$ cat config.mk
export PLATFORM = sky130hd
export DESIGN_NAME = i2c_selmon
export DESIGN_NICKNAME = d
export VERILOG_FILES = /design/src/hdl/i2c_selmon_pkg.sv /design/src/hdl/i2c_bus_watch.sv /design/src/hdl/i2c_pin_sync.sv /design/src/hdl/i2c_selmon.sv
export VERILOG_INCLUDE_DIRS = /design/src /design/src/hdl
export SDC_FILE = /design/constraint.sdc
export NUM_CORES = 1
export LEC_CHECK = 0
export ABC_AREA = 0
export BUFFER_PORTS_ARGS = -buffer_cell sky130_fd_sc_hd__buf_4
export CAP_MARGIN = 20
export CORE_ASPECT_RATIO = 0.9
export CORE_MARGIN = 2
export CORE_UTILIZATION = 52
export CTS_BUF_LIST = sky130_fd_sc_hd__clkbuf_4 sky130_fd_sc_hd__clkbuf_8
export DETAILED_ROUTE_END_ITERATION = 8
export PLACE_DENSITY = 0.77
export SLEW_MARGIN = 20
export SYNTH_ARGS = -nofsm -noshare
export SYNTH_HDL_FRONTEND = slang
export SYNTH_SLANG_ARGS = --single-unit
export TNS_END_PERCENT = 1
$ cat constraint.sdc
create_clock -name clk -period 1.89 [get_ports clk]
set_input_delay 0.378 -clock clk [delete_from_list [all_inputs] [get_ports clk]]
set_output_delay 0.378 -clock clk [all_outputs]
set_load 0.02 [all_outputs]
$ cat src/hdl/i2c_selmon_params.svh
// Register offsets, field positions and reset values of the slave-select and bus-monitor block.
`ifndef I2C_SELMON_PARAMS_SVH
`define I2C_SELMON_PARAMS_SVH
`define OFS_BUS_STATUS      8'h04
`define OFS_INT_ENABLE      8'h08
`define OFS_CONFIG          8'h0C
`define OFS_SLAVE_CTRL      8'h10
`define OFS_SLAVE_ADDR0     8'h20
`define OFS_MONITOR_RXDATA  8'h30
`define BIT_MATCH_IDX_LO    12
`define BIT_SLAVE_SEL       14
`define BIT_SLAVE_DESEL     15
`define BIT_MON_READY       16
`define BIT_MON_OVERFLOW    17
`define BIT_MON_ACTIVE      18
`define BIT_MON_IDLE        19
`define BIT_CFG_MON_STRETCH 0
`define BIT_CTRL_CONTINUE   0
`define BIT_CTRL_REFUSE     1
`define BIT_ADDR_ENABLE     7
`define RESET_WORD          32'h0000_0000
`endif

$ cat src/hdl/i2c_selmon_pkg.sv
// Types shared by the slave-select and bus-monitor block.
package i2c_selmon_pkg;
    typedef struct packed {
        logic       start;
        logic       stop;
        logic       bit_valid;
        logic       bit_value;
        logic       ack_slot;
    } bus_event_t;
    typedef enum {S_IDLE, S_ADDR, S_WAIT_SW, S_DATA, S_ACK, S_SKIP} slave_state_t;
endpackage : i2c_selmon_pkg

$ cat src/hdl/i2c_bus_watch.sv
// Start, stop and bit detector on synchronised SCL and SDA.
`timescale 1ns/1ps
module i2c_bus_watch
(
    input  wire logic                      clk,
    input  wire logic                      rst,
    input  wire logic                      scl,
    input  wire logic                      sda,
    output i2c_selmon_pkg::bus_event_t     ev
);
    logic scl_q;
    logic sda_q;

    always_ff @(posedge clk)
    begin
        if (rst)
        begin
            scl_q <= 1'b1;
            sda_q <= 1'b1;
        end
        else
        begin
            scl_q <= scl;
            sda_q <= sda;
        end
    end

    // SDA moving while SCL is high marks start or stop; SCL rising samples a bit.
    always_comb
    begin
        ev.start     = scl && scl_q && sda_q && !sda;
        ev.stop      = scl && scl_q && !sda_q && sda;
        ev.bit_valid = scl && !scl_q;
        ev.bit_value = sda;
        ev.ack_slot  = 1'b0;
    end
endmodule : i2c_bus_watch

$ cat src/hdl/i2c_pin_sync.sv
// Two-flop synchroniser for one bus pin.
`timescale 1ns/1ps
module i2c_pin_sync
(
    input  wire logic clk,
    input  wire logic rst,
    input  wire logic pin,
    output logic      pin_sync
);
    logic meta_reg;

    // The first flop feeds only the second one.
    always_ff @(posedge clk)
    begin
        if (rst)
        begin
            meta_reg <= 1'b1;
            pin_sync <= 1'b1;
        end
        else
        begin
            meta_reg <= pin;
            pin_sync <= meta_reg;
        end
    end
endmodule : i2c_pin_sync

$ cat src/hdl/i2c_selmon.sv
// Slave selection and bus monitor status with a simple register port.
//
// Chosen here: strobed register access.
`timescale 1ns/1ps
`include "i2c_selmon_params.svh"

////////////////////////////////////////////////////////////////////////////////
// Behaviour
// - Bits 13:12 report which of four slave addresses matched.
// - Match index only meaningful while the slave is selected.
// - Several simultaneous matches report exactly one, lowest index wins.
// - Selected flag bit 14 sets when software accepts a matched address.
// - Selected clears on non-matching address, software refusal, or Stop.
// - Selected stays set when software refuses a data byte.
// - Deselected flag bit 15 sets on selected falling; interrupt when enabled.
// - Writing one clears deselected; zero leaves it.
// - Monitor ready bit 16 set while data waits; cleared by data read.
// - Overflow bit 17 set on overrun, only when monitor stretching disabled.
// - Writing one clears monitor overflow.
// - Active bit 18 high when Start seen more recently than Stop.
// - Idle bit 19 sets on active to inactive; interrupt when enabled.
// - Idle stays set until software writes one to it.
// - Master refusing a slave-transmitted byte deselects the slave.
module i2c_selmon
(
    input  wire logic        clk,
    input  wire logic        rst,
    input  wire logic [7:0]  addr,
    input  wire logic [31:0] wdata,
    input  wire logic        wr,
    input  wire logic        rd,
    output logic      [31:0] rdata,
    output logic             irq,
    input  wire logic        scl_in,
    input  wire logic        sda_in,
    output logic             sda_oe
);
    logic                       scl_s;
    logic                       sda_s;
    i2c_selmon_pkg::bus_event_t ev;
    i2c_selmon_pkg::slave_state_t st_reg;
    logic [7:0]  slave_addr_reg [4];
    logic [7:0]  int_enable_reg;
    logic        mon_stretch_reg;
    logic [1:0]  match_idx_reg;
    logic        sel_reg;
    logic        desel_reg;
    logic        mon_ready_reg;
    logic        mon_ov_reg;
    logic        mon_active_reg;
    logic        mon_idle_reg;
    logic [7:0]  mon_data_reg;
    logic [7:0]  shift_reg;
    logic [3:0]  bit_cnt_reg;
    logic        byte_done;
    logic        addr_phase_reg;
    logic        rw_reg;
    logic        accept_wr;
    logic        refuse_wr;
    logic        any_match;
    logic [1:0]  match_idx;
    logic        sel_next;
    logic        mon_rd;
    logic [31:0] status_word;

    i2c_pin_sync u_scl (.clk(clk), .rst(rst), .pin(scl_in), .pin_sync(scl_s));
    i2c_pin_sync u_sda (.clk(clk), .rst(rst), .pin(sda_in), .pin_sync(sda_s));
    i2c_bus_watch u_watch (.clk(clk), .rst(rst), .scl(scl_s), .sda(sda_s), .ev(ev));

    ////////////////////////////////////////////////////////////////////////////
    // Software strobes decoded from the register port.
    assign accept_wr = wr && addr == `OFS_SLAVE_CTRL && wdata[`BIT_CTRL_CONTINUE];
    assign refuse_wr = wr && addr == `OFS_SLAVE_CTRL && wdata[`BIT_CTRL_REFUSE];
    assign mon_rd    = rd && addr == `OFS_MONITOR_RXDATA;
    assign byte_done = ev.bit_valid && bit_cnt_reg == 4'h7;

    // Address comparison; lowest enabled matching register wins.
    always_comb
    begin
        any_match = 1'b0;
        match_idx = 2'h0;
        for (int i = 3; i >= 0; i--)
        begin
            if (slave_addr_reg[i][`BIT_ADDR_ENABLE] && slave_addr_reg[i][6:0] == shift_reg[6:0])
            begin
                any_match = 1'b1;
                match_idx = 2'(i);
            end
        end
    end

    ////////////////////////////////////////////////////////////////////////////
    // Configuration and address registers written by software.
    always_ff @(posedge clk)
    begin
        if (rst)
        begin
            int_enable_reg  <= 8'h00;
            mon_stretch_reg <= 1'b0;
            for (int i = 0; i < 4; i++)
                slave_addr_reg[i] <= 8'h00;
        end
        else if (wr)
        begin
            if (addr == `OFS_INT_ENABLE)
                int_enable_reg <= wdata[`BIT_MON_IDLE:12];
            if (addr == `OFS_CONFIG)
                mon_stretch_reg <= wdata[`BIT_CFG_MON_STRETCH];
            for (int i = 0; i < 4; i++)
                if (addr == 8'(`OFS_SLAVE_ADDR0 + 4 * i))
                    slave_addr_reg[i] <= wdata[7:0];
        end
    end

    // Bit counter and shifter; the ninth bit is the acknowledge slot.
    always_ff @(posedge clk)
    begin
        if (rst || ev.start || ev.stop)
        begin
            bit_cnt_reg    <= 4'h0;
            shift_reg      <= 8'h00;
            addr_phase_reg <= !rst && ev.start;
        end
        else if (ev.bit_valid)
        begin
            if (bit_cnt_reg == 4'h8)
            begin
                bit_cnt_reg    <= 4'h0;
                addr_phase_reg <= 1'b0;
            end
            else
            begin
                bit_cnt_reg <= bit_cnt_reg + 4'h1;
                shift_reg   <= {shift_reg[6:0], ev.bit_value};
            end
        end
    end

    ////////////////////////////////////////////////////////////////////////////
    // Slave sequencing: address match, software decision, data bytes.
    always_ff @(posedge clk)
    begin
        if (rst)
        begin
            st_reg        <= i2c_selmon_pkg::S_IDLE;
            sel_reg       <= 1'b0;
            match_idx_reg <= 2'h0;
            rw_reg        <= 1'b0;
        end
        else
        begin
            sel_reg <= sel_next;
            if (ev.stop)
                st_reg <= i2c_selmon_pkg::S_IDLE;
            else if (ev.start)
                st_reg <= i2c_selmon_pkg::S_ADDR;
            else
            begin
                case (st_reg)
                    i2c_selmon_pkg::S_ADDR:
                        if (byte_done && addr_phase_reg)
                        begin
                            rw_reg <= ev.bit_value;
                            if (any_match)
                            begin
                                match_idx_reg <= match_idx;
                                st_reg        <= i2c_selmon_pkg::S_WAIT_SW;
                            end
                            else
                                st_reg <= i2c_selmon_pkg::S_SKIP;
                        end
                    i2c_selmon_pkg::S_WAIT_SW:
                        if (accept_wr)
                            st_reg <= i2c_selmon_pkg::S_DATA;
                        else if (refuse_wr)
                            st_reg <= i2c_selmon_pkg::S_SKIP;
                    i2c_selmon_pkg::S_DATA:
                        if (byte_done)
                            st_reg <= i2c_selmon_pkg::S_ACK;
                    i2c_selmon_pkg::S_ACK:
                        if (ev.bit_valid)
                            st_reg <= (rw_reg && ev.bit_value) ? i2c_selmon_pkg::S_SKIP
                                                               : i2c_selmon_pkg::S_DATA;
                    default:
                        st_reg <= st_reg;
                endcase
            end
        end
    end

    // Selected flag; data refusal by software leaves it set.
    always_comb
    begin
        sel_next = sel_reg;
        if (st_reg == i2c_selmon_pkg::S_WAIT_SW && accept_wr && !ev.stop && !ev.start)
            sel_next = 1'b1;
        if (st_reg == i2c_selmon_pkg::S_WAIT_SW && refuse_wr)
            sel_next = 1'b0;
        if (st_reg == i2c_selmon_pkg::S_ADDR && byte_done && addr_phase_reg && !any_match)
            sel_next = 1'b0;
        if (st_reg == i2c_selmon_pkg::S_ACK && ev.bit_valid && rw_reg && ev.bit_value)
            sel_next = 1'b0;
        if (ev.stop)
            sel_next = 1'b0;
    end

    // This block never drives the acknowledge, so the enable stays low; a flop keeps the output glitch free.
    always_ff @(posedge clk) sda_oe <= 1'b0;

    ////////////////////////////////////////////////////////////////////////////
    // Deselect flag; a falling edge in the clearing cycle still sets it.
    always_ff @(posedge clk)
    begin
        if (rst)
            desel_reg <= 1'b0;
        else if (sel_reg && !sel_next)
            desel_reg <= 1'b1;
        else if (wr && addr == `OFS_BUS_STATUS && wdata[`BIT_SLAVE_DESEL])
            desel_reg <= 1'b0;
    end

    // Monitor capture of every complete byte on the bus.
    always_ff @(posedge clk)
    begin
        if (rst)
        begin
            mon_ready_reg <= 1'b0;
            mon_ov_reg    <= 1'b0;
            mon_data_reg  <= 8'h00;
        end
        else
        begin
            if (byte_done && bit_cnt_reg == 4'h7)
            begin
                mon_data_reg  <= {shift_reg[6:0], ev.bit_value};
                mon_ready_reg <= 1'b1;
                if (mon_ready_reg && !mon_rd && !mon_stretch_reg)
                    mon_ov_reg <= 1'b1;
            end
            else if (mon_rd)
                mon_ready_reg <= 1'b0;
            if (wr && addr == `OFS_BUS_STATUS && wdata[`BIT_MON_OVERFLOW]
                && !(byte_done && mon_ready_reg && !mon_rd && !mon_stretch_reg))
                mon_ov_reg <= 1'b0;
        end
    end

    // Bus activity and idle event.
    always_ff @(posedge clk)
    begin
        if (rst)
        begin
            mon_active_reg <= 1'b0;
            mon_idle_reg   <= 1'b0;
        end
        else
        begin
            if (ev.start)
                mon_active_reg <= 1'b1;
            else if (ev.stop)
                mon_active_reg <= 1'b0;
            if (mon_active_reg && ev.stop && !ev.start)
                mon_idle_reg <= 1'b1;
            else if (wr && addr == `OFS_BUS_STATUS && wdata[`BIT_MON_IDLE])
                mon_idle_reg <= 1'b0;
        end
    end

    ////////////////////////////////////////////////////////////////////////////
    // Read mux, registered so data stands in the cycle after the strobe.
    always_comb
    begin
        status_word = `RESET_WORD;
        status_word[13:12]              = sel_reg ? match_idx_reg : 2'h0;
        status_word[`BIT_SLAVE_SEL]     = sel_reg;
        status_word[`BIT_SLAVE_DESEL]   = desel_reg;
        status_word[`BIT_MON_READY]     = mon_ready_reg;
        status_word[`BIT_MON_OVERFLOW]  = mon_ov_reg;
        status_word[`BIT_MON_ACTIVE]    = mon_active_reg;
        status_word[`BIT_MON_IDLE]      = mon_idle_reg;
    end

    always_ff @(posedge clk)
    begin
        if (rst || !rd)
            rdata <= 32'h0000_0000;
        else
        begin
            case (addr)
                `OFS_BUS_STATUS:     rdata <= status_word;
                `OFS_INT_ENABLE:     rdata <= {12'h000, int_enable_reg, 12'h000};
                `OFS_CONFIG:         rdata <= {31'h0000_0000, mon_stretch_reg};
                `OFS_MONITOR_RXDATA: rdata <= {24'h00_0000, mon_data_reg};
                default:             rdata <= 32'h0000_0000;
            endcase
        end
    end

    // Interrupt level from enabled sticky flags.
    always_ff @(posedge clk)
    begin
        if (rst)
            irq <= 1'b0;
        else
            irq <= (desel_reg && int_enable_reg[3]) || (mon_idle_reg && int_enable_reg[7])
                   || (mon_ov_reg && int_enable_reg[5]) || (mon_ready_reg && int_enable_reg[4]);
    end

    ////////////////////////////////////////////////////////////////////////////
    property p_active_start;
        @(posedge clk) disable iff (rst) ev.start |=> mon_active_reg;
    endproperty
    a_active_start: assert property (p_active_start) else $error("active not set after start");
    property p_idle_on_stop;
        @(posedge clk) disable iff (rst) (mon_active_reg && ev.stop && !ev.start) |=> mon_idle_reg;
    endproperty
    a_idle_on_stop: assert property (p_idle_on_stop) else $error("idle not set");
    property p_idle_holds;
        @(posedge clk) disable iff (rst) (mon_idle_reg && !(wr && addr == `OFS_BUS_STATUS)) |=> mon_idle_reg;
    endproperty
    a_idle_holds: assert property (p_idle_holds) else $error("idle lost");
    property p_desel_on_fall;
        @(posedge clk) disable iff (rst) $fell(sel_reg) |-> desel_reg;
    endproperty
    a_desel_on_fall: assert property (p_desel_on_fall) else $error("deselect missed");
    property p_stop_deselects;
        @(posedge clk) disable iff (rst) ev.stop |=> !sel_reg;
    endproperty
    a_stop_deselects: assert property (p_stop_deselects) else $error("stop kept selection");
    property p_ready_clear;
        @(posedge clk) disable iff (rst) (mon_rd && !byte_done) |=> !mon_ready_reg;
    endproperty
    a_ready_clear: assert property (p_ready_clear) else $error("ready not cleared");
    property p_no_ov_stretch;
        @(posedge clk) disable iff (rst) (mon_stretch_reg && !mon_ov_reg) |=> !$rose(mon_ov_reg);
    endproperty
    a_no_ov_stretch: assert property (p_no_ov_stretch) else $error("overflow with stretching");
    property p_accept_selects;
        @(posedge clk) disable iff (rst)
            (st_reg == i2c_selmon_pkg::S_WAIT_SW && accept_wr && !refuse_wr && !ev.stop && !ev.start) |=> sel_reg;
    endproperty
    a_accept_selects: assert property (p_accept_selects) else $error("accept did not select");
endmodule : i2c_selmon

* Word-level counts from Yosys, hierarchy flattened
Memories as Yosys holds them, arrays and structs flattened.
Index checks and enable logic that the tools add are counted.
** Operators by class
- Mux-type cells :: 58
- Reduce and logical (&&, ||, !) cells :: 84
- Bitwise logic cells :: 7
- Add/sub/neg operators :: 1
- Equality and inequality tests :: 30
** Operators by type and width (number)
- $mux 32 :: 5
- $pmux 32 s4 :: 1
- $eq 32x2->1 const B :: 3
- $pmux 20 s4 :: 1
- $eq 32x3->1 const B :: 2
- $logic_and 1x1->1 :: 46
- $eq 8x6->1 const B :: 5
- $mux 1 :: 39
- $eq 32x1->1 const B :: 1
- $eq 32x4->1 const B :: 1
- $mux 8 :: 4
- $eq 7x7->1 :: 4
- $eq 8x4->1 const B :: 2
- $reduce_and 5->1 :: 3
- $logic_not 1->1 :: 12
- $ne 3x3->1 const B :: 4
- $reduce_bool 2->1 :: 6
- $mux 2 :: 5
- $reduce_and 2->1 :: 5
- $eq 8x3->1 const B :: 1
- $eq 8x5->1 const B :: 1
- $logic_or 1x1->1 :: 6
- $mux 3 :: 2
- $ne 2x2->1 const B :: 3
- other kinds (12) :: 18
** Storage, ports and cells
- Word-level logic and storage cells :: 205
- Memories kept :: 1
- Output and inout port bits :: 34
- Memory bits (writable) :: 32
- Register bits after elaboration :: 109
- Input port bits :: 46
** Memory list
- slave_addr_reg :: words 4, width 8, rd ports 4, clocked after Yosys merged registers in 0, wr ports 4, RTL line i2c_selmon.sv:42 : logic [7:0] slave_addr_reg [4];

* Longest topological paths before layout
Gate-level depths: netlist of the first run.
An unclocked memory read counts as a cell.
- Word-level depth :: 15
- Depth in mapped cells :: 7

* Modules after synthesis
From an unflattened synthesis of the first run, not the netlist that was laid out.
** Second synthesis, totals
- Cells, all modules :: 425
- Area, all modules :: 4265.3 um^2
** Modules (own cells, without submodules)
- i2c_selmon :: area an instance 4062.6 um^2, cells an instance 407, instances 1
- i2c_pin_sync :: area an instance 52.6 um^2, cells an instance 4, instances 2
- i2c_bus_watch :: area an instance 97.6 um^2, cells an instance 10, instances 1

* Worst setup path after synthesis of the first run
Ideal clock, no wire load.
- Path type :: register to register
- Start :: register bit_cnt_reg[0]
- End :: register st_reg[2]
- Data arrival time :: 1.745 ns
- Setup slack :: 0.027 ns
- Required time :: 1.772 ns
- Cell stages (with the launch flop) :: 8
- Path buffers :: 0
- Cells stage by stage :: dfxtp_1 ha_1 nand2_1 nor3_2 a21oi_2 a221o_1 a211o_1 nor3b_2
** Between the ends
- Word-level cells in the longest chain between the ends :: 5
- Elaborated cells between the ends (all ways) :: 6
- Classes of those cells :: 3 x eq/ne; 3 x reduce/logical
** RTL lines
- from (decl) :: RTL line i2c_selmon.sv:54 : logic [3:0] bit_cnt_reg;
- from (signal assigned) :: RTL line i2c_selmon.sv:133 : bit_cnt_reg <= bit_cnt_reg + 4'h1;
- $eq 4x3->1 * :: RTL line i2c_selmon.sv:75 : assign byte_done = ev.bit_valid && bit_cnt_reg == 4'h7;
- $logic_and 1x1->1 * :: RTL line i2c_selmon.sv:75
- $logic_and 1x1->1 :: RTL line i2c_selmon.sv:161 : if (byte_done && addr_phase_reg)
- $ne 2x2->1 (no line)
- $reduce_and 5->1 (no line) *
- to (signal assigned) :: RTL line i2c_selmon.sv:167 : st_reg <= i2c_selmon_pkg::S_WAIT_SW;
- to (signal assigned) :: RTL line i2c_selmon.sv:170 : st_reg <= i2c_selmon_pkg::S_SKIP;
- to (signal assigned) :: RTL line i2c_selmon.sv:174 : st_reg <= i2c_selmon_pkg::S_DATA;
- to (decl) :: RTL line i2c_selmon.sv:41 : i2c_selmon_pkg::slave_state_t st_reg;
Mark *: on every way between the ends. The rest lies on a longest branch, timed or not.
A chain may end at the register's enable or synchronous reset.

* Worst setup path in the final report of the first run
- Start :: register shift_reg[5]
- End :: register st_reg[2]
** Between the ends
- Word-level cells in the longest chain between the ends :: 9
- Elaborated cells between the ends (all ways) :: 15
- Classes of those cells :: 4 x eq/ne; 7 x mux; 4 x reduce/logical
** RTL lines
- from (decl) :: RTL line i2c_selmon.sv:53 : logic [7:0] shift_reg;
- from (signal assigned) :: RTL line i2c_selmon.sv:134 : shift_reg <= {shift_reg[6:0], ev.bit_value};
- $eq 7x7->1 :: RTL line i2c_selmon.sv:84 : if (slave_addr_reg[i][`BIT_ADDR_ENABLE] && slave_addr_reg[i][6:0] == shift_reg[6:0])
- $logic_and 1x1->1 :: RTL line i2c_selmon.sv:84
- $mux 1 (3 in a row) :: RTL line i2c_selmon.sv:84
- $mux 1 * :: RTL line i2c_selmon.sv:84
- $mux 3 * :: RTL line i2c_selmon.sv:164 : if (any_match)
- $mux 32 * :: RTL line i2c_selmon.sv:161
- $pmux 32 s4 * :: RTL line i2c_selmon.sv:159 : case (st_reg)
- to (signal assigned) :: RTL line i2c_selmon.sv:156 : st_reg <= i2c_selmon_pkg::S_ADDR;
- to (signal assigned) :: RTL line i2c_selmon.sv:167
- to (signal assigned) :: RTL line i2c_selmon.sv:170
Mark *: on every way between the ends. The rest lies on a longest branch, timed or not. The select of a mux whose other input is x is not followed.

==> results of run 1 <==
-- stage by stage --
| stage | setup TNS [ps] | power [mW] | std cells | area, um^2 | util (%) |
|---|---|---|---|---|---|
| 5_1_grt | -410 | 3.96 | 609 | 5100 | 63.8 |
| 2_1_floorplan | 0 | 2.40 | 449 | 4310 | - |
| 3_3_place_gp | -143 | 2.47 | 590 | 4830 | 60.5 |
| 4_1_cts | 0 | 3.87 | 608 | 5070 | 63.5 |
| 6_report | -34.4 | 3.84 | 609 | 5100 | 63.8 |
| 3_5_place_dp | -455 | 2.48 | 590 | 4830 | 60.5 |
-- critical path, cell delays in order (launching register included) --
cell	delay (ps)
dfxtp_2	340
buf_12	130
xor2_1	160
nor4_2	320
nand4_1	210
and4_4	220
a211o_1	280
nor3b_2	160
-- final timing paths --
kind	end	slack, ps	depth (start not counted)
setup / recovery	st_reg[2]$_SDFFE_PP0P_	-30	7
hold reg to reg	u_sda.pin_sync$_SDFF_PP1_	420	1
hold / removal	u_sda.meta_reg$_SDFF_PP1_	190	2
setup reg to reg	st_reg[2]$_SDFFE_PP0P_	-30	7
-- cell usage in the layout (no fill, tap or decap), types with 4 or more instances in the layout --
master	count
or2_2	7
buf_4	80
o21bai_1	5
a22oi_1	11
nor2b_1	6
and2_1	39
dfxtp_2	5
nor3_1	6
nor4_1	4
nand3_1	21
nand2_1	48
xnor2_1	5
xor2_1	27
conb_1	17
clkbuf_8	9
edfxtp_1	33
nand4_1	5
a21oi_1	31
nand2b_1	4
nor2_1	38
dfxtp_1	57
-- power by group through the flow --
stage               clock network [mW]  registers [mW]  logic, mW
floorplan                            0            2.24      0.155
global placement                     0            2.25      0.226
detailed placement                   0            2.25      0.229
CTS                               1.43            2.20      0.234
global route                      1.50            2.21      0.256
finish                            1.40            2.20      0.236
-- layout make-up --
type | instances | area, um^2 | area share (%)
Timing Repair Buffer | 82 | 641 | 12.6
Clock inverter | 7 | 83.8 | 1.64
Inverter | 3 | 11.3 | 0.221
Tap cell | 99 | 124 | 2.43
Multi-Input combinational cell | 313 | 1860 | 36.4
Sequential cell | 96 | 2260 | 44.3
Clock buffer | 9 | 124 | 2.43
-- cell families after synthesis --
kind of cell             Yosys count  share of synthesized area (%)
other                              1                         0.0883
buffers and inverters             40                           5.36
multiplexers                       2                          0.471
XOR/XNOR                          32                           6.60
flip-flops                        96                           53.0
adder cells (fa/ha/maj)            2                          0.589
AO/OA/AOI/OAI                     67                           10.3
AND/OR/NAND/NOR                  193                           23.6
-- metal layers --
metal,routed length (um),up-vias
met1,4010,1576
met4,147,0
met2,4550,124
li1,-,1604
met5,0,-
met3,570,15
-- timing repair --
item,4_1_cts,5_1_grt
setup buffers,2,1
gates resized for setup,7,7
pin swaps,5,6
endpoints found under the setup margin,7,8
==> summary.txt, run 1 <==
Global route
  – Pin count of the biggest net entering global routing: 24
  – Met3 Track Usage GR: 5.60%
  – Antenna violations before repair: 0
  – Grt total ovfl: 0
  – Met1 usage: 28.3%
  – Vias in the first global route: about 3200
  – Met2 Use GR: 34.5%
  – Most used routing layer: met2
  – First-pass GRT wire length: 15.1 mm
  – GRT Util Overall: 21.6%

Timing
  – Worst Clk Skew: 13.0 ps
  – RSZ-0062 raised after global routing: true
  – Worst Slack Setup Final: -34.4 ps
  – Max-slew violations: 0
  – Endpoints failing setup: 1
  – Hold slack: 190 ps
  – Maximum clock frequency: ~520 MHz
  – Final Hold Fails: 0
  – Final period util: 102%
  – Min Clock Period, post-route: 1920 ps

Pwr
  – Cell Pwr Density: 753 nW/um^2
  – VDD IR max: between 0.6 and 0.7 mV
  – Pint: roughly 2.9 mW
  – Static Leakage: 2.05 nW
  – Combinational power share: just over 6%
  – Switch Pwr: 0.933 mW
  – Clock power frac: a little over a third
  – Sw frac: 24.3%
  – Sequential power share: between 50% and 60%

Finish
  – Largest register FFs: 32
  – Synth-to-Final Area Change: 20.1%
  – Fin nets: 553
  – Layout cells sized above 1: 24.1%
  – # diodes: 0
  – # fillers: 644

Run status
  – Run status: complete, but fails checks
  – Failing checks: setup timing

Clocking
  – Clk sinks: 96
  – CTS root buf: clkbuf_8
  – Clk slew on worst S/H paths: 100 ps
  – H-Tree Depth: 3
  – Max clock buf depth: 2
  – Hold buffer count at CTS: 0
  – Clk_lat worst skew: between 300 and 400 ps
  – CTS buffer count: 9
  – CTS tree: done

Synth
  – Most common cell in the netlist: dfxtp_1
  – Post-Syn Area: ~4200 um^2
  – Cells after synthesis: 433
  – Post-synth EDFFs: 33
  – Synth warn: 0
  – Synth cell count leaders: 63 x dfxtp_1, 48 x nand2_1, 39 x and2_1, 38 x nor2_1, 33 x edfxtp_1
  – Number of synthesized register bits: 96
  – Synth top area share: 29.7%
  – Synth unique cells: 48
  – Post-synthesis sequential area ratio: 53.0%
  – Synth async-reset ratio: 0%
  – Yosys top cell by area: dfxtp_1
  – Synth Flop Type: dfxtp_1
  – Top cells by area, synth: dfxtp_1 30%, edfxtp_1 23%, and2_1 5.7%
  – Avg Inst Size Synth: 9.81 um^2

Hold path
  – Worst Hold Launch: sda_in
  – Min-Delay Path Class: in2reg

Floorplan
  – I/O pin cnt: 80
  – Die area: 8910 um^2
  – Die X: 99.3 um
  – Total core area: roughly 8000 um^2
  – Initial Utilization: 53.2%
  – Cell Rows: 31
  – Die H: 89.7 um

Routing
  – Antenna-violating nets left: 0
  – # DRC: 0
  – 1st-iter DRT viols: roughly 180
  – Avg Vias per Cell: approximately 5.4
  – Wire length per cell: between 15 and 20 um
  – Routed vias: 3319
  – Routed WL: 9.28 mm
  – DRT Pass-1 Iters: 5

Placed design
  – Port bufs: 46
  – Dpl ws: -186 ps
  – Hpwl dp: ~6.8 mm
  – RD Place Congestion: 0.824

Critical path
  – Critical R2R Launch: shift_reg[5]$_SDFFE_PP0P_
  – Worst setup EP type: flop
  – Kind of critical path: reg2reg
  – Startpoint Class: flop
  – Data arrival, critical path: 2190 ps
  – Worst path required time: 2160 ps
  – Worst setup startpoint: shift_reg[5]$_SDFFE_PP0P_
  – Crit path max fanout: 6

Flow run
  – Number of max-cap violations: 0
(Power assumes the default switching activity.)
==> run 2, diff against run 1 <==
==> constraint.sdc (replaced) <==
create_clock -name clk -period 1.72 [get_ports clk]
set_input_delay 0.344 -clock clk [delete_from_list [all_inputs] [get_ports clk]]
set_output_delay 0.344 -clock clk [all_outputs]
set_load 0.02 [all_outputs]
==> run 2 against run 1 <==
  * The flow still finishes with violations (setup timing)
  * Cell count increased by 1.6%
  * Fmax up 5.2%
  * Sequential power grew 10%
  * Setup slack worse by 76 ps
  * Utilization increased by 1.3 points
  * Flip-flop and latch count unchanged
  * Critical endpoint unchanged
  * Die area did not move
==> summary.txt, run 2 (synthesis gave the netlist of run 1 again) <==
Critical path
  – Worst path required time: 1980 ps
  – Worst setup EP type: flop
  – Worst path max stage delay: between 300 and 400 ps
  – Data arrival, critical path: 2090 ps
  – CP max-delay cell: edfxtp_1
  – Kind of critical path: reg2reg
  – Crit path buffers/inverters: 0
  – Crit path max fanout: 4
  – Worst-path cell chain: xor2_1 -> nor4_2 -> nand4_1 -> and4_4 -> a211o_1 -> nor3b_2
  – CP delay by family, top: simple AND/OR/NAND/NOR gates
  – Startpoint Class: flop

Pwr
  – VDD IR max: about 0.6 mV
  – Cell Pwr Density: 805 nW/um^2
  – Static Leakage: 2.10 nW
  – Total Power: roughly 4.2 mW

Clocking
  – CTS tree: done
  – Clk sinks: between 90 and 100
  – Clk slew on worst S/H paths: 100 ps
  – H-Tree Depth: 3
  – CTS buffer count: 9
  – Hold buffer count at CTS: 0
  – Max clock buf depth: 2
  – Clk_lat worst skew: 370 ps
  – CTS root buf: clkbuf_8

Timing
  – Max-slew violations: 0
  – Maximum clock frequency: 546 MHz
  – Worst Slack Setup Final: -110 ps
  – Final period util: 106%
  – Final Hold Fails: 0
  – RSZ-0062 raised after global routing: true
  – Endpoints failing setup: 4
  – Worst Clk Skew: between 10 and 15 ps
  – Min Clock Period, post-route: 1830 ps

Routing
  – # DRC: 0
  – Wire length per cell: about 14 um
  – Routed WL: 8.92 mm
  – 1st-iter DRT viols: about 130
  – Avg Vias per Cell: 5.21
  – DRT Pass-1 Iters: 4
  – Routed vias: approximately 3200
  – Antenna-violating nets left: 0

Global route
  – GRT Util Overall: 21.0%
  – Vias in the first global route: 3095
  – Grt total ovfl: 0
  – Pin count of the biggest net entering global routing: 24
  – Antenna violations before repair: 0
  – First-pass GRT wire length: 14.6 mm

Finish
  – Post-route cell area: roughly 5200 um^2
  – Leading cell type in the layout, fill and taps excluded: buf_4
  – Fin nets: about 560
  – # diodes: 0
  – # fillers: 636
  – Area of the multi-input gates: between 1500 and 2000 um^2
  – Largest register FFs: 32
  – Commonest non-fill, non-tap cells in the layout: 90 x buf_4, 56 x dfxtp_1, 47 x nand2_1
  – Synth-to-Final Area Change: 22.5%
  – Sequential cell area: 2260 um^2
  – Layout cells sized above 1: 26.5%

Placed design
  – Dpl cell area: around 5000 um^2
  – Port bufs: 46
  – Hpwl dp: roughly 6.7 mm
  – Dpl ws: -332 ps
  – RD Place Congestion: ~0.81

Floorplan
  – Die H: roughly 90 um
  – Die area: 8910 um^2
  – I/O pin cnt: 80
  – Total core area: between 7000 and 8000 um^2
  – Initial Utilization: 53.2%
  – Cell Rows: 31
  – Die X: 99.3 um

Hold path
  – Min-Delay Path Class: in2reg

Flow run
  – Number of max-cap violations: 0

Run status
  – Failing checks: setup timing
  – Run status: complete, but fails checks
==> run 2: cell types whose count changed in the layout (fill, tap and decap cells not counted), sizes merged <==
cell	previous run	this run
clkinv	1	2
clkbuf	9	10
buf	82	92
clkinvlp	1	0
inv	7	6
==> run 2: final timing paths <==
kind | startpoint | to | slack, ps | cells past startpoint
worst min-delay path | sda_in | u_sda.meta_reg$_SDFF_PP1_ | 150 | 2
worst max register to register | slave_addr_reg[2][1]$_SDFFCE_PN0P_ | st_reg[2]$_SDFFE_PP0P_ | -110 | 6
worst max-delay path | slave_addr_reg[2][1]$_SDFFCE_PN0P_ | st_reg[2]$_SDFFE_PP0P_ | -110 | 6
worst min register to register | u_sda.meta_reg$_SDFF_PP1_ | u_sda.pin_sync$_SDFF_PP1_ | 410 | 1
==> run 2: repair_timing <==
item | in CTS | in global routing
buffers inserted | 2 | 0
endpoints found under the setup margin | 7 | 7
resized for setup | 11 | 3
pin swaps | 4 | 1
==> run 2: metal layers <==
metal  vias to the layer above  wire (um)  global-route usage, %
met5                         -          0                      0
li1                       1619          -                      -
met3                         9        402                   5.83
met4                         0        108                   5.37
met2                        68       4440                   33.8
met1                      1531       3970                   28.2
==> run 2: final cells by class <==
cell class,instances,share of cell area (%)
Sequential cell,96,43.5
Multi-Input combinational cell,313,36.5
Timing Repair Buffer,92,13.6
Clock buffer,10,2.52
Tap cell,99,2.38
Clock inverter,6,1.27
Inverter,3,0.216
==> run 2: metrics by stage <==
stage / utilization, % / hold slack [ps] / TNS, ps / cells
after floorplan: - / 389 / -710 / 449
after global placement: 61.9 / 393 / -1010 / 601
final: 65.1 / 155 / -257 / 619
after CTS: 65.0 / 150 / -238 / 619
after global routing: 65.1 / 135 / -934 / 619
after detailed placement: 61.9 / 393 / -2630 / 601
==> run 2: power breakdown <==
group          leakage [nW]  switching, mW  internal [mW]
clock                 0.105          0.798          0.699
combinational          1.17          0.159          0.114
sequential            0.826         0.0282           2.39
==> run 3, diff against run 2 <==
--- a/config.mk
+++ b/config.mk
@@ -11,10 +11,10 @@
 export CAP_MARGIN = 20
 export CORE_ASPECT_RATIO = 0.9
 export CORE_MARGIN = 2
-export CORE_UTILIZATION = 52
-export CTS_BUF_LIST = sky130_fd_sc_hd__clkbuf_4 sky130_fd_sc_hd__clkbuf_8
+export CORE_UTILIZATION = 50
+export CTS_BUF_LIST = sky130_fd_sc_hd__clkbuf_16
 export DETAILED_ROUTE_END_ITERATION = 8
-export PLACE_DENSITY = 0.77
+export PLACE_DENSITY = 0.74
 export SLEW_MARGIN = 20
 export SYNTH_ARGS = -nofsm -noshare
 export SYNTH_HDL_FRONTEND = slang
==> run 3 against run 2 <==
  * Routed wire length is 5.0% higher
  * The flow still finishes with violations (setup timing)
  * Largest power group unchanged
  * Combinational power up 2%
  * Count of clock-buffer cells in the layout increased by 1
  * Cell count grew 0.97%
  * Highest routed layer unchanged
  * Non-clock buffer count up 6
==> summary.txt, run 3 (synthesis gave the netlist of run 1 again) <==
Finish
  – Fin nets: about 570
  – Commonest non-fill, non-tap cells in the layout: 97 x buf_4, 57 x dfxtp_1, 46 x nand2_1
  – Synth-to-Final Area Change: 26.7%
  – Leading cell type in the layout, fill and taps excluded: buf_4
  – Layout cells sized above 1: 27.0%
  – Final non-filler cell total: 625
  – # diodes: 0
  – Largest register FFs: 32

Routing
  – Antenna-violating nets left: 0
  – Wire length per cell: 15.0 um
  – Routed WL: 9.37 mm
  – DRT Pass-1 Iters: 4
  – # DRC: 0
  – Routed vias: roughly 3300
  – Avg Vias per Cell: 5.31
  – 1st-iter DRT viols: 144

Global route
  – First-pass GRT wire length: 15.2 mm
  – Antenna violations before repair: 0
  – Pin count of the biggest net entering global routing: 26
  – Vias in the first global route: 3181
  – GRT Util Overall: 21.6%
  – Grt total ovfl: 0

Critical path
  – Data arrival, critical path: 2100 ps
  – R2R Path End: st_reg[2]$_SDFFE_PP0P_
  – Startpoint Class: flop
  – Critical R2R Launch: slave_addr_reg[0][5]$_SDFFCE_PN0P_
  – R2R setup slack: -150 ps
  – Kind of critical path: reg2reg
  – Crit path max fanout: 4
  – R2R cell count: 7
  – Worst path required time: 1950 ps
  – Worst setup EP type: flop

Pwr
  – Cell Pwr Density: 897 nW/um^2
  – VDD IR max: 0.681 mV
  – Total Power: 4.82 mW
  – Static Leakage: 2.21 nW

Clocking
  – Clk slew on worst S/H paths: roughly 60 ps
  – CTS root buf: clkbuf_16
  – CTS tree: done
  – Max clock buf depth: 2
  – Clk sinks: 96
  – Hold buffer count at CTS: 0
  – CTS buffer count: 9
  – Clk_lat worst skew: 340 ps
  – H-Tree Depth: 3

Run status
  – Run status: complete, but fails checks
  – Failing checks: setup timing

Floorplan
  – I/O pin cnt: 80
  – Die X: 101 um
  – Die area: 9250 um^2
  – Total core area: 8150 um^2
  – Die H: 91.4 um
  – Initial Utilization: 52.2%
  – Cell Rows: 31

Placed design
  – Placed Cells: roughly 610
  – Port bufs: between 40 and 50
  – Hpwl dp: 6.90 mm
  – Dpl ws: -358 ps
  – RD Place Congestion: 0.831

Timing
  – Endpoints failing setup: 4
  – Final Hold Fails: 0
  – Worst Slack Setup Final: -148 ps
  – Worst Clk Skew: 4.86 ps
  – Max-slew violations: 0
  – Maximum clock frequency: 535 MHz
  – RSZ-0062 raised after global routing: true
  – Final period util: 109%
  – Min Clock Period, post-route: between 1500 and 2000 ps

Hold path
  – Hold EP: u_scl.meta_reg$_SDFF_PP1_
  – Min-Delay Path Class: in2reg
  – Worst Hold Launch: scl_in
  – WHS Path Cells: 2

Flow run
  – Number of max-cap violations: 0
run 3: cell type report:
type	instances	area, um^2
clock buffers	11	275
clock inverters	5	51.3
fillers	632	2770
inverters	3	11.3
multi-input cells	313	1910
flip-flops and latches	96	2260
well taps	99	124
repair buffers	98	748
run 3: how the worst max path moves through the flow:
| stage | from | end | slack [ps] | cells past startpoint |
|---|---|---|---|---|
| after floorplan | addr[1] | st_reg[2]$_SDFFE_PP0P_ | -30 | 6 |
| after global placement | shift_reg[3]$_SDFFE_PP0P_ | st_reg[2]$_SDFFE_PP0P_ | -300 | 8 |
| after detailed placement | shift_reg[1]$_SDFFE_PP0P_ | st_reg[2]$_SDFFE_PP0P_ | -360 | 7 |
| after CTS | slave_addr_reg[0][5]$_SDFFCE_PN0P_ | st_reg[2]$_SDFFE_PP0P_ | -190 | 7 |
| after global routing | shift_reg[2]$_SDFFE_PP0P_ | st_reg[2]$_SDFFE_PP0P_ | -240 | 7 |
| final | slave_addr_reg[0][5]$_SDFFCE_PN0P_ | st_reg[2]$_SDFFE_PP0P_ | -150 | 7 |
run 3: report_power, final:
group	total (mW)	internal (mW)	leakage [nW]	switching, mW
Sequential	2.42	2.39	0.827	0.0296
Clock	2.12	1.30	0.169	0.829
Combinational	0.279	0.117	1.21	0.162
Total	4.82	3.80	2.21	1.02
run 3: critical path, cell delays in order (launching register included):
cell      delay, ps
edfxtp_1        380
xor2_1          160
nor4_2          330
buf_4           160
nand4_1          90
and4_4          210
a211o_1         270
nor3b_2         150
run 3: timing repair:
action	in CTS	in global routing
buffers inserted	0	0
resized for setup	13	1
setup endpoints to repair	7	7
pin swaps	3	2
run 3: metal layers:
metal,vias to the layer above,GRT usage [%],wire length (um)
li1,1636,-,-
met5,-,0,0
met2,80,37.3,4790
met1,1592,26.9,4010
met4,0,6.19,89
met3,12,4.77,473
run 3: through the flow:
step	util, %	area [um^2]	hold slack, ps	TNS, ps
after detailed placement	61.4	5000	396	-3270
after floorplan	-	4350	389	-710
after CTS	66.0	5380	179	-578
final	66.1	5380	182	-361
after global placement	61.4	5000	393	-1320
after global routing	66.1	5380	176	-1050
